===== src/rtl/tcc_pkg.sv =====
// Functional notes
// - Edge A still restarts soft one-shot.
// - Wrap flag sets on all-ones rollover.
// - Wrap flag clear ignored until count one.
// - Capture beats register write.
// - Both edges on A disables capture.
// - Capture select diverts edge B to irq.
// - Capture now, interrupt at next tick.
// - Compare-mode registers never capture.
// - Unsafe second rewrite may toggle repeatedly.
// - Edges judged against last recorded level.
// - Filter clock depends on edge use.
// - Event count starts after two edges.
// - Pattern period and width plus one.
// - Shared pin is input or output.
// - Soft trigger self-clears, reads zero.
// - One-shot active on high, off low.
package tcc_pkg;
  // ---------------------------------------------------------------
  // Register map
  // ---------------------------------------------------------------
  localparam logic [7:0] A_CTRL = 8'h00;
  localparam logic [7:0] A_TRIG = 8'h04;
  localparam logic [7:0] A_STAT = 8'h08;
  localparam logic [7:0] A_CNT = 8'h0c;
  localparam logic [7:0] A_PER = 8'h10;
  localparam logic [7:0] A_SEC = 8'h14;
  // ---------------------------------------------------------------
  // Control fields
  // ---------------------------------------------------------------
  localparam int CTRL_W = 18;
  localparam int F_MODE = 0;
  localparam int F_ONESHOT = 2;
  localparam int F_PATTERN = 3;
  localparam int F_ESA = 4;
  localparam int F_ESB = 6;
  localparam int F_PRE = 8;
  localparam int F_EXT = 10;
  localparam int F_CAP_PER = 11;
  localparam int F_CAP_SEC = 12;
  localparam int F_CAP_BSEL = 13;
  localparam int F_INV_PER = 14;
  localparam int F_INV_SEC = 15;
  localparam int F_PIN_IN = 16;
  localparam int F_RSVD = 17;
  localparam logic [CTRL_W-1:0] CTRL_RST = 18'h10000;
  localparam int S_WRAP = 0;
  localparam int S_OUT = 1;
  localparam int T_SOFT = 0;
  // ---------------------------------------------------------------
  // Encodings and constants
  // ---------------------------------------------------------------
  localparam logic [1:0] MODE_STOP = 2'h0;
  localparam logic [1:0] MODE_EDGE_CLR = 2'h1;
  localparam logic [1:0] MODE_FREE = 2'h2;
  localparam logic [1:0] MODE_MATCH_CLR = 2'h3;
  localparam logic [1:0] ES_FALL = 2'h0;
  localparam logic [1:0] ES_RISE = 2'h1;
  localparam logic [1:0] ES_NONE = 2'h2;
  localparam logic [1:0] ES_BOTH = 2'h3;
  localparam logic [15:0] ALL_ONES = 16'hffff;
  localparam logic [15:0] REG_RST = 16'h0000;
  localparam logic [7:0] PRE_MASK [4] = '{8'h01, 8'h03, 8'h0f, 8'hff};
  typedef enum logic [1:0] {
    TCC_ARM_IDLE = 2'b00,
    TCC_ARM_ONE = 2'b01,
    TCC_ARM_RUN = 2'b11
  } tcc_arm_t;
endpackage


===== src/rtl/tcc_prescaler.sv =====
`timescale 1ns/1ps
module tcc_prescaler (
  // Clock and reset
  input wire logic pclk,
  input wire logic presetn,
  // Rate select and tick
  input wire logic [1:0] sel,
  output logic tick
);
  typedef struct packed {
    logic [7:0] cnt;
    logic tick;
  } tcc_pre_t;

  tcc_pre_t s_r;
  tcc_pre_t s_nxt;

  always_comb
  begin
    s_nxt = s_r;
    s_nxt.cnt = s_r.cnt + 8'h01;
    s_nxt.tick = (s_r.cnt & tcc_pkg::PRE_MASK[sel]) ==
                 tcc_pkg::PRE_MASK[sel];
  end

  always_ff @(posedge pclk or negedge presetn)
  begin
    if (!presetn)
      s_r <= '0;
    else
      s_r <= s_nxt;
  end

  assign tick = s_r.tick;
endmodule


===== src/rtl/tcc_edge_filter.sv =====
`timescale 1ns/1ps
module tcc_edge_filter (
  // Clock and reset
  input wire logic pclk,
  input wire logic presetn,
  // Pin and controls
  input wire logic pin_i,
  input wire logic sample_en,
  input wire logic run,
  // Detected edges
  output logic rise,
  output logic fall
);
  typedef struct packed {
    logic [2:0] sync;
    logic lvl;
    logic samp;
    logic filt;
    logic last;
    logic rise;
    logic fall;
  } tcc_flt_t;

  tcc_flt_t s_r;
  tcc_flt_t s_nxt;

  always_comb
  begin
    s_nxt = s_r;
    s_nxt.sync = {s_r.sync[1:0], pin_i};
    if (s_r.sync[1] == s_r.sync[2])
      s_nxt.lvl = s_r.sync[2];
    // Level must be seen on two samples in a row
    if (sample_en)
    begin
      s_nxt.samp = s_r.lvl;
      if (s_r.samp == s_r.lvl)
        s_nxt.filt = s_r.lvl;
    end
    // Recorded level frozen while stopped, so a restart
    // reports whatever changed meanwhile
    s_nxt.rise = run & s_r.filt & ~s_r.last;
    s_nxt.fall = run & ~s_r.filt & s_r.last;
    if (run)
      s_nxt.last = s_r.filt;
  end

  always_ff @(posedge pclk or negedge presetn)
  begin
    if (!presetn)
      s_r <= '0;
    else
      s_r <= s_nxt;
  end

  assign rise = s_r.rise;
  assign fall = s_r.fall;
endmodule


===== src/rtl/tcc_timer.sv =====
// Decided for this implementation: the register addresses and the APB slave port.
`timescale 1ns/1ps
module tcc_timer (
  // Clock and reset
  input wire logic pclk,
  input wire logic presetn,
  // APB slave
  input wire logic [7:0] paddr,
  input wire logic psel,
  input wire logic penable,
  input wire logic pwrite,
  input wire logic [31:0] pwdata,
  output logic [31:0] prdata,
  output logic pready,
  output logic pslverr,
  // Pins
  input wire logic edge_input_a,
  input wire logic shared_port_pin_i,
  output logic timer_out_pin_o,
  output logic timer_out_pin_oe_n,
  // Match and capture events
  output logic match_irq_a,
  output logic match_irq_b
);
  typedef struct packed {
    logic [tcc_pkg::CTRL_W-1:0] ctrl;
    logic [15:0] cnt;
    logic [15:0] per;
    logic [15:0] sec;
    tcc_pkg::tcc_arm_t arm;
    logic wrap;
    logic wrap_hold;
    logic tout;
    logic os_act;
    logic soft_trig;
    logic pend_a;
    logic pend_b;
    logic irq_a;
    logic irq_b;
    logic [31:0] prdata;
    logic pready;
    logic pslverr;
  } tcc_state_t;

  tcc_state_t s_r;
  tcc_state_t s_nxt;

  logic pre_tick;
  logic a_rise;
  logic a_fall;
  logic b_rise;
  logic b_fall;
  logic run;
  logic ext;
  logic ea;
  logic eb;
  logic ea_cap;
  logic trig_a;
  logic os_trig;
  logic tick;
  logic clr_match;
  logic wrap_ev;
  logic m_per;
  logic m_sec;
  logic cap_per_ev;
  logic cap_sec_ev;
  logic wr;
  logic hit;

  function automatic logic edge_ok(input logic [1:0] es,
                                   input logic r,
                                   input logic f);
    logic res;
    res = 1'b0;
    case (es)
      tcc_pkg::ES_RISE: res = r;
      tcc_pkg::ES_FALL: res = f;
      tcc_pkg::ES_BOTH: res = r | f;
      default: res = 1'b0;
    endcase
    return res;
  endfunction

  // ---------------------------------------------------------------
  // Count clock and edge inputs
  // ---------------------------------------------------------------
  tcc_prescaler u_pre (
    .pclk(pclk),
    .presetn(presetn),
    .sel(s_r.ctrl[tcc_pkg::F_PRE +: 2]),
    .tick(pre_tick)
  );

  // Edge A samples every cycle when it is the count source
  tcc_edge_filter u_flt_a (
    .pclk(pclk),
    .presetn(presetn),
    .pin_i(edge_input_a),
    .sample_en(ext | pre_tick),
    .run(run),
    .rise(a_rise),
    .fall(a_fall)
  );

  tcc_edge_filter u_flt_b (
    .pclk(pclk),
    .presetn(presetn),
    .pin_i(shared_port_pin_i),
    .sample_en(pre_tick),
    .run(run),
    .rise(b_rise),
    .fall(b_fall)
  );

  // ---------------------------------------------------------------
  // Event decode
  // ---------------------------------------------------------------
  always_comb
  begin
    run = s_r.ctrl[tcc_pkg::F_MODE +: 2] != tcc_pkg::MODE_STOP;
    ext = s_r.ctrl[tcc_pkg::F_EXT];
    ea = edge_ok(s_r.ctrl[tcc_pkg::F_ESA +: 2], a_rise, a_fall);
    // Pin driven as output never feeds the edge logic
    eb = s_r.ctrl[tcc_pkg::F_PIN_IN] &
         edge_ok(s_r.ctrl[tcc_pkg::F_ESB +: 2], b_rise, b_fall);
    ea_cap = ea & ~ext &
             (s_r.ctrl[tcc_pkg::F_ESA +: 2] != tcc_pkg::ES_BOTH);
    trig_a = run & ea & ~ext;
    // Edge trigger stays live in soft one-shot use
    os_trig = run & s_r.ctrl[tcc_pkg::F_ONESHOT] &
              (s_r.soft_trig | trig_a);
    // Event counting waits for two armed edges
    tick = run & (ext ? (ea & (s_r.arm == tcc_pkg::TCC_ARM_RUN))
                      : pre_tick);
    clr_match = (s_r.ctrl[tcc_pkg::F_MODE +: 2] ==
                 tcc_pkg::MODE_MATCH_CLR | s_r.ctrl[tcc_pkg::F_PATTERN]) &
                (s_r.cnt == s_r.per);
    wrap_ev = tick & ~os_trig & (s_r.cnt == tcc_pkg::ALL_ONES);
    // Capture-mode registers are excluded from compare
    m_per = tick & (s_r.cnt == s_r.per) & ~s_r.ctrl[tcc_pkg::F_CAP_PER];
    m_sec = tick & (s_r.cnt == s_r.sec) & ~s_r.ctrl[tcc_pkg::F_CAP_SEC];
    cap_per_ev = run & s_r.ctrl[tcc_pkg::F_CAP_PER] &
                 (s_r.ctrl[tcc_pkg::F_CAP_BSEL] ? ea_cap : eb);
    cap_sec_ev = run & s_r.ctrl[tcc_pkg::F_CAP_SEC] & ea_cap;
    wr = psel & penable & s_r.pready & pwrite & ~s_r.pslverr;
    case (paddr)
      tcc_pkg::A_CTRL,
      tcc_pkg::A_TRIG,
      tcc_pkg::A_STAT,
      tcc_pkg::A_CNT,
      tcc_pkg::A_PER,
      tcc_pkg::A_SEC: hit = 1'b1;
      default: hit = 1'b0;
    endcase
  end

  // ---------------------------------------------------------------
  // Next state
  // ---------------------------------------------------------------
  always_comb
  begin
    s_nxt = s_r;
    s_nxt.soft_trig = 1'b0;
    s_nxt.irq_a = 1'b0;
    s_nxt.irq_b = 1'b0;
    s_nxt.pready = 1'b0;
    s_nxt.pslverr = 1'b0;

    if (!run)
      s_nxt.arm = tcc_pkg::TCC_ARM_IDLE;
    else if (ext & ea)
    begin
      unique case (s_r.arm)
        tcc_pkg::TCC_ARM_IDLE: s_nxt.arm = tcc_pkg::TCC_ARM_ONE;
        tcc_pkg::TCC_ARM_ONE: s_nxt.arm = tcc_pkg::TCC_ARM_RUN;
        tcc_pkg::TCC_ARM_RUN: s_nxt.arm = tcc_pkg::TCC_ARM_RUN;
        default: s_nxt.arm = tcc_pkg::TCC_ARM_IDLE;
      endcase
    end

    // Counter
    if (!run)
      s_nxt.cnt = tcc_pkg::REG_RST;
    else if (os_trig | (trig_a & (s_r.ctrl[tcc_pkg::F_MODE +: 2] ==
                                  tcc_pkg::MODE_EDGE_CLR)))
      s_nxt.cnt = tcc_pkg::REG_RST;
    else if (tick & clr_match)
      s_nxt.cnt = tcc_pkg::REG_RST;
    else if (tick)
      s_nxt.cnt = s_r.cnt + 16'h0001;

    // Overflow stays asserted until the count reaches one
    if (tick)
      s_nxt.wrap_hold = wrap_ev;
    if (wr & (paddr == tcc_pkg::A_STAT) & pwdata[tcc_pkg::S_WRAP])
      s_nxt.wrap = 1'b0;
    if (wrap_ev | s_r.wrap_hold)
      s_nxt.wrap = 1'b1;

    // Output pin
    if (os_trig)
    begin
      s_nxt.tout = 1'b0;
      s_nxt.os_act = 1'b1;
    end
    else if (s_r.ctrl[tcc_pkg::F_ONESHOT])
    begin
      // Smaller compare value starts the pulse, larger ends it
      if (s_r.os_act & ((s_r.per < s_r.sec) ? m_per : m_sec))
        s_nxt.tout = 1'b1;
      if (s_r.os_act & ((s_r.per < s_r.sec) ? m_sec : m_per))
      begin
        s_nxt.tout = 1'b0;
        s_nxt.os_act = 1'b0;
      end
    end
    else if (s_r.ctrl[tcc_pkg::F_PATTERN])
    begin
      // High over counts 0..second, period is period+1
      if (m_per)
        s_nxt.tout = 1'b1;
      else if (m_sec)
        s_nxt.tout = 1'b0;
    end
    else
      // Compares the live value, so a rewrite can re-hit
      s_nxt.tout = s_r.tout ^
                   (m_per & s_r.ctrl[tcc_pkg::F_INV_PER]) ^
                   (m_sec & s_r.ctrl[tcc_pkg::F_INV_SEC]);

    // Captures land at once, their events at the next tick
    if (cap_per_ev)
    begin
      s_nxt.per = s_r.cnt;
      s_nxt.pend_a = 1'b1;
    end
    if (cap_sec_ev)
    begin
      s_nxt.sec = s_r.cnt;
      s_nxt.pend_b = 1'b1;
    end
    if (run & eb & s_r.ctrl[tcc_pkg::F_CAP_BSEL])
      s_nxt.pend_a = 1'b1;
    if (pre_tick)
    begin
      s_nxt.pend_a = cap_per_ev |
                     (run & eb & s_r.ctrl[tcc_pkg::F_CAP_BSEL]);
      s_nxt.pend_b = cap_sec_ev;
    end
    s_nxt.irq_a = m_per | (pre_tick & s_r.pend_a);
    s_nxt.irq_b = m_sec | (pre_tick & s_r.pend_b);

    // APB setup phase: decode and latch read data
    if (psel & ~penable)
    begin
      s_nxt.pready = 1'b1;
      s_nxt.pslverr = ~hit;
      case (paddr)
        tcc_pkg::A_CTRL: s_nxt.prdata = 32'(s_r.ctrl);
        tcc_pkg::A_STAT: s_nxt.prdata = 32'({s_r.tout, s_r.wrap});
        tcc_pkg::A_CNT: s_nxt.prdata = 32'(s_r.cnt);
        tcc_pkg::A_PER: s_nxt.prdata = 32'(s_r.per);
        tcc_pkg::A_SEC: s_nxt.prdata = 32'(s_r.sec);
        default: s_nxt.prdata = 32'h0000_0000;
      endcase
    end

    // APB access phase writes; a capture beats a write
    if (wr)
    begin
      case (paddr)
        tcc_pkg::A_CTRL:
          s_nxt.ctrl = pwdata[tcc_pkg::CTRL_W-1:0] &
                       ~(18'(1) << tcc_pkg::F_RSVD);
        tcc_pkg::A_TRIG:
          s_nxt.soft_trig = pwdata[tcc_pkg::T_SOFT];
        tcc_pkg::A_PER:
          if (!cap_per_ev)
            s_nxt.per = pwdata[15:0];
        tcc_pkg::A_SEC:
          if (!cap_sec_ev)
            s_nxt.sec = pwdata[15:0];
        default: s_nxt.soft_trig = 1'b0;
      endcase
    end
  end

  always_ff @(posedge pclk or negedge presetn)
  begin
    if (!presetn)
    begin
      s_r <= '0;
      s_r.ctrl <= tcc_pkg::CTRL_RST;
      s_r.arm <= tcc_pkg::TCC_ARM_IDLE;
    end
    else
      s_r <= s_nxt;
  end

  // ---------------------------------------------------------------
  // Outputs
  // ---------------------------------------------------------------
  assign prdata = s_r.prdata;
  assign pready = s_r.pready;
  assign pslverr = s_r.pslverr;
  assign timer_out_pin_o = s_r.tout;
  assign timer_out_pin_oe_n = s_r.ctrl[tcc_pkg::F_PIN_IN];
  assign match_irq_a = s_r.irq_a;
  assign match_irq_b = s_r.irq_b;
endmodule


===== config.mk =====
export PLATFORM = sky130hd
export DESIGN_NAME = tcc_timer
export DESIGN_NICKNAME = d
export VERILOG_FILES = /design/src/rtl/tcc_pkg.sv /design/src/rtl/tcc_prescaler.sv /design/src/rtl/tcc_edge_filter.sv /design/src/rtl/tcc_timer.sv
export SDC_FILE = /design/constraint.sdc
export NUM_CORES = 1
export LEC_CHECK = 0
export BUFFER_PORTS_ARGS = -buffer_cell sky130_fd_sc_hd__buf_4
export CORE_MARGIN = 2
export CORE_UTILIZATION = 53
export CTS_CLUSTER_SIZE = 10
export DETAILED_ROUTE_END_ITERATION = 6
export PLACE_DENSITY_LB_ADDON = 0.25
export REMOVE_ABC_BUFFERS = 1
export SETUP_SLACK_MARGIN = 0.3
export SLEW_MARGIN = 20
export SYNTH_ARGS = -nofsm -noshare
export SYNTH_HDL_FRONTEND = slang
export SYNTH_SLANG_ARGS = --single-unit

===== constraint.sdc =====
create_clock -name pclk -period 2.3 [get_ports pclk]
set_clock_uncertainty 0.2 [all_clocks]
set_input_delay 0.115 -clock pclk [delete_from_list [all_inputs] [get_ports pclk]]
set_output_delay 0.115 -clock pclk [all_outputs]
set_load 0.02 [all_outputs]

After elaboration in Yosys (flattened, before gate mapping) --
Index checks and enable logic that the tools add are counted.
Word-level totals: register bits after elaboration 122, bits of input ports 47
Cells by class: add/sub/neg operators 2, magnitude comparators 2, equality and inequality tests 26, mux-type cells 42, bitwise gates (word level) 71, reductions and logical operators 17
Operator list (count):
- $mux W16 | 10
- $pmux W17 S5 | 1
- $and A1 B1 Y1 | 46
- $eq A16 B16 Y1 | 2
- $mux W32 | 1
- $mux W1 | 18
- $add A16 B1 Y16 const B | 1
- $bmux W8 S2 | 1
- $eq A16 B16 Y1 const B | 1
- $eq A8 B4 Y1 const B | 2
- $eq A8 B5 Y1 const B | 2
- $lt A16 B16 Y1 | 1
- $mux W8 | 2
- $mux W2 | 6
- $not A1 Y1 | 11
- $or A1 B1 Y1 | 10
- $reduce_and A2 Y1 | 5
- $reduce_bool A2 Y1 | 5
- $add A8 B1 Y8 const B | 1
- $and A8 B8 Y8 | 1
- $eq A2 B1 Y1 const B | 4
- $eq A2 B2 Y1 const B | 4
- $eq A8 B3 Y1 const B | 1
- $eq A8 B8 Y1 | 1
- 15 further kinds | 23

Longest topological paths before layout --
depth in word-level cells 13, depth in mapped cells 9

By module --
A second synthesis with hierarchy kept.
Unflattened totals: cells, all modules 684, area total of the unflattened synthesis 6703.9 sq um
By module, submodules not included:
- tcc_timer | times used 1, cells each 615, area an instance 5745.5 sq um, seq. area each 2378.5 sq um
- tcc_edge_filter | times used 2, cells each 19, area an instance 292.8 sq um, seq. area each 225.2 sq um
- tcc_prescaler | times used 1, cells each 31, area an instance 372.9 sq um, seq. area each 225.2 sq um

Worst setup path before layout --
No wires, ideal clock.
kind reg-to-reg, start register s_r[91] (netlist name), end register s_r, in the netlist timer_out_pin_o, arrival time 2.068 ns, data required time 1.978 ns, path slack -0.090 ns, stages on the path, launching flop included 9, path buffers 1, period minus slack after synthesis 2.390 ns, path through dfrtp_1 buf_6 xor2_2 nor4_4 o2111ai_1 o21a_1 or3_1 a211o_1 a32o_1
On the way: longest elaborated chain between the ends 9
Ends and longest elaborated chain:
- start: declaration | RTL line tcc_timer.sv:45 | tcc_state_t s_r;
- start signal: assignment | RTL line tcc_timer.sv:297 | s_r <= s_nxt;
- $eq A16 B16 Y1 | RTL line tcc_timer.sv:140 | m_per = tick & (s_r.cnt == s_r.per) & ~s_r.ctrl[tcc_pkg::F_CAP_PER];
- $and A1 B1 Y1 (2 in series) | RTL line tcc_timer.sv:140
- $and A1 B1 Y1 | RTL line tcc_timer.sv:228 | (m_per & s_r.ctrl[tcc_pkg::F_INV_PER]) ^
- $xor A1 B1 Y1 | RTL line tcc_timer.sv:227 | s_nxt.tout = s_r.tout ^
- $xor A1 B1 Y1 | RTL line tcc_timer.sv:228
- $mux W1 | RTL line tcc_timer.sv:217 | else if (s_r.ctrl[tcc_pkg::F_PATTERN])
- $mux W1 | RTL line tcc_timer.sv:206 | else if (s_r.ctrl[tcc_pkg::F_ONESHOT])
- $mux W2 | RTL line tcc_timer.sv:201 | if (os_trig)
Several ways; a longest one is shown, not always the timed one. The select of a mux whose other input is x is not followed. A chain may end at the register's enable or synchronous reset.

Final worst setup path --
start register s_r[52] (netlist name), end register s_r, in the netlist timer_out_pin_o
On the way: longest elaborated chain between the ends 8
Ends and longest elaborated chain:
- parallel branches: the longest is 8 deep, another holds $lt A16 B16 Y1
Parallel ways; which one is timed is not known. The select of a mux whose other input is x is not followed.

==> impl_summary.log <==
[metrics] status: complete, but fails checks
[metrics] violations in the final reports: design-rule violations, negative setup slack
[metrics] worst max-slew margin expressed relative to the limit: 0.618
[metrics] via count: about 6,500
[metrics] number of top-level design ports: 85
[metrics] total of endpoints with negative setup slack in the final report: 17
[metrics] worst setup path category: reg -> reg
[metrics] antenna-violating nets left: 0
[metrics] kind of launch point of the worst setup path: flip-flop
[metrics] share of the yosys chip area belonging to registers: 0.447
[metrics] mean area per synthesized cell: just under 10 um2
[metrics] Row Count: 41
[metrics] setup repair after global routing missed its margin: true
[metrics] Die Width: 118 um
[metrics] GR Util All Layers: 0.329
[metrics] Worst R2R End: timer_out_pin_o
[metrics] worst reg-to-reg path cell count: 7
[metrics] standby leakage power: 4.98 nW
[metrics] number of buffer cells added on primary ports: 54
[metrics] endpoint of the worst setup timing path: timer_out_pin_o
[metrics] count of endpoints failing hold in the final timing report: 0
[metrics] number of buffers between clock root and the deepest sink: 2
[metrics] Final min period: 2.55 ns
[metrics] cells along the critical path: xor2_1, nor4_4, o2111ai_2, o21a_1, or3_1, a211o_1, a32o_1
[metrics] final global-route overflow total: 0
[metrics] multi-input gate area in the final layout: roughly 4000 um2
[metrics] leading cell type in the layout, fill and taps excluded: sky130_fd_sc_hd__buf_4
[metrics] Die H: 118 um
[metrics] max-slew violation count: 0
[metrics] fraction of the cycle the final worst path needs: 1.11
[metrics] maximum fanout along the worst path: 3
[metrics] Pre-Repair DR Iteration Count: 7
[metrics] f_max: 392 MHz
[metrics] Max Cap Violations: 0
[metrics] Clock Sinks: 122
[metrics] initial antenna violation count: 0
[metrics] delay of the slowest cell on the worst path: 0.42 ns
[metrics] HP Class: in -> async
[metrics] first-pass GRT wire length: 35,200 um
[metrics] Arrival @ worst endpoint: 2.66 ns
[metrics] setup ws final: -0.251 ns
[metrics] dominant synthesized flop cell: sky130_fd_sc_hd__dfrtp_1
[metrics] signed area change from the synthesized netlist to the final layout: 44.7%
[metrics] Worst-Skew Late Latency: 0.44 ns
[metrics] worst-margin pin slew: between 0.5 and 0.6 ns
[metrics] number of flops mapped to enable cells by yosys: 0
[metrics] overall die area: 13,800 um2
[metrics] register bit total from synthesis: roughly 120
[metrics] count of fill cells added during filler insertion: about 760
[metrics] commonest cells after routing, fill and taps aside: 148 x sky130_fd_sc_hd__buf_4, 117 x sky130_fd_sc_hd__dfrtp_1, 53 x sky130_fd_sc_hd__nand2_1, 38 x sky130_fd_sc_hd__o21ai_2, 35 x sky130_fd_sc_hd__mux2i_1
[metrics] total negative slack for setup checks: -1.39 ns
[metrics] wirelength, routed: 24,500 um
[metrics] initial cell density of the core: 0.541
[metrics] synthesized cell area: 6830 um2
[metrics] Reg-to-Reg Start: s_r[52]
[metrics] drt drc: 1
[metrics] initial drt markers: between 600 and 700
[metrics] clock-pin transition on the worst setup and hold timing paths: about 0.070 ns
[metrics] CTS Root Cell: sky130_fd_sc_hd__clkbuf_16
[metrics] final standard cell area without fillers: slightly below 10,000 um2
[metrics] share of cells above drive strength 1: 0.414
[metrics] largest voltage drop on the vdd net: 527 uV
[metrics] last weighted congestion value of the routability-driven placer: between 0.9 and 1
[metrics] via count of the first global-routing pass: 6,462
[metrics] pin count of the biggest net entering global routing: 50
[metrics] core box area: 12,600 um2
[metrics] asr flop ratio synth: 1.00
[metrics] number of clock buffers inserted by TritonCTS: 17
[metrics] footprint of the flip-flops and latches: 3060 um2
[metrics] average routed wire per standard cell: 23.4 um
[metrics] Cell variety after synth: 61
[metrics] diodes inserted: 0
[metrics] final HPWL from detailed placement: around 14,000 um
[metrics] Post-DP Area: around 8000 um2
[metrics] CTS H-Tree Depth: 4
[metrics] crit path capture type: flip-flop
[metrics] required time worst endpoint: 2.41 ns
[metrics] count of synthesis-stage warnings from yosys: 0
[metrics] slowest stage cell, crit path: sky130_fd_sc_hd__dfrtp_1
[metrics] post-DR vias/cell: 6.18
[metrics] Power per Cell Area: 514 nW/um2
[metrics] count of mapped cells out of synthesis: 694
[metrics] Critical Path Source: s_r[52]
[metrics] CTS tree: built
[metrics] slack of the worst reg-to-reg path: -0.25 ns
[metrics] Final Net Count: 926
[final cells by class]
class                   count  share of cell area
multi-input cells         486               0.401
flip-flops and latches    122               0.310
repair buffers            210               0.200
clock buffers              21              0.0456
well taps                 172              0.0218
clock inverters            11              0.0124
inverters                  25             0.00950
[critical path, delay by kind of cell, from the launching register on]
kind             cells  cell delay [ns]
XOR/XNOR             1             0.21
AND/OR/NAND/NOR      2             0.70
flip-flops           1             0.42
AO/OA/AOI/OAI        4             0.90
[cell families after synthesis]
kind of cell	after synthesis	share of synthesized area
simple gates	201	0.154
fa+ha+maj	19	0.0341
flops	122	0.447
other cells	1	0.000549
mux	55	0.0843
compound gates	157	0.148
buf+inv	100	0.0806
xor+xnor	39	0.0511
[per-layer routing]
| layer | part of all wire | GRT usage | up-vias |
|---|---|---|---|
| li1 | - | - | 2743 |
| met1 | 0.38 | 0.419 | 3187 |
| met2 | 0.48 | 0.536 | 421 |
| met3 | 0.083 | 0.0761 | 117 |
| met4 | 0.056 | 0.152 | 0 |
| met5 | 0 | 0 | - |
[registers in the layout, summed over array words and instances (netlist names)]
name and cells:
prdata 17, ext 1, u_pre.s_r 8, u_flt_b.s_r 5, u_pre.tick 1, s_r 71, pready 1, u_flt_a.s_r 5
timer_out_pin_o 1, match_irq_a 1, u_flt_a.rise 1, u_flt_b.s_nxt 2, timer_out_pin_oe_n 1, match_irq_b 1, u_flt_a.fall 1, u_flt_b.rise 1
u_flt_a.s_nxt 2, pslverr 1, u_flt_b.fall 1
[synthesized netlist by cell type (5+ instances only)]
library cell | n | area share
sky130_fd_sc_hd__nor2_1 | 21 | 0.012
sky130_fd_sc_hd__nand3_1 | 13 | 0.0095
sky130_fd_sc_hd__nor4_1 | 11 | 0.010
sky130_fd_sc_hd__buf_6 | 5 | 0.0082
sky130_fd_sc_hd__and3_1 | 8 | 0.0073
sky130_fd_sc_hd__xor2_1 | 33 | 0.042
sky130_fd_sc_hd__o21ai_0 | 36 | 0.026
sky130_fd_sc_hd__buf_2 | 8 | 0.0059
sky130_fd_sc_hd__mux2_2 | 17 | 0.028
sky130_fd_sc_hd__nor3b_1 | 11 | 0.012
sky130_fd_sc_hd__nand2b_1 | 5 | 0.0046
sky130_fd_sc_hd__nand4_1 | 10 | 0.0092
sky130_fd_sc_hd__o21ai_1 | 23 | 0.017
sky130_fd_sc_hd__ha_1 | 17 | 0.031
sky130_fd_sc_hd__clkbuf_1 | 28 | 0.015
sky130_fd_sc_hd__mux2i_1 | 35 | 0.051
sky130_fd_sc_hd__buf_4 | 34 | 0.037
sky130_fd_sc_hd__nor3_1 | 11 | 0.0081
sky130_fd_sc_hd__inv_1 | 25 | 0.014
sky130_fd_sc_hd__xnor2_1 | 5 | 0.0064
sky130_fd_sc_hd__a21o_1 | 34 | 0.037
sky130_fd_sc_hd__a222oi_1 | 14 | 0.021
sky130_fd_sc_hd__a21oi_1 | 26 | 0.019
sky130_fd_sc_hd__dfrtp_1 | 121 | 0.44
sky130_fd_sc_hd__nand2_1 | 86 | 0.047
[worst min-delay path by stage]
stage	startpoint	slack, ns	endpoint
2_1_floorplan	presetn	-0.38	ext
3_3_place_gp	presetn	-0.07	pready
3_5_place_dp	presetn	-0.07	pready
4_1_cts	presetn	0.03	pready
5_1_grt	presetn	0.07	prdata[16]
6_report	presetn	0.02	prdata[16]
[through the flow]
step,std cells,utilization,setup WS [ns],hold slack (ns),power [mW]
6_report,1047,0.783,-0.251,0.0241,5.08
5_1_grt,1047,0.783,-0.292,0.0658,5.23
4_1_cts,1034,0.729,-0.188,0.0327,5.07
3_5_place_dp,958,0.622,-0.200,-0.0691,2.45
3_3_place_gp,958,0.622,-0.138,-0.0734,2.44
2_1_floorplan,633,-,-0.408,-0.381,2.31
[power by group]
group / switching, mW / leakage (nW) / internal [mW]
sequential: 0.0256 / 1.48 / 2.18
clock: 1.01 / 0.269 / 1.62
combinational: 0.147 / 3.24 / 0.111
[repair_timing]
action                     4_1_cts  5_1_grt
setup buffers                   12        8
hold buffers                    26        0
gates resized for setup         87      137
gates cloned                     6        5
pin swaps                       34       74
hold endpoints to repair       178        0
setup endpoints to repair       43       57
Power figures use the tool's default switching activity.
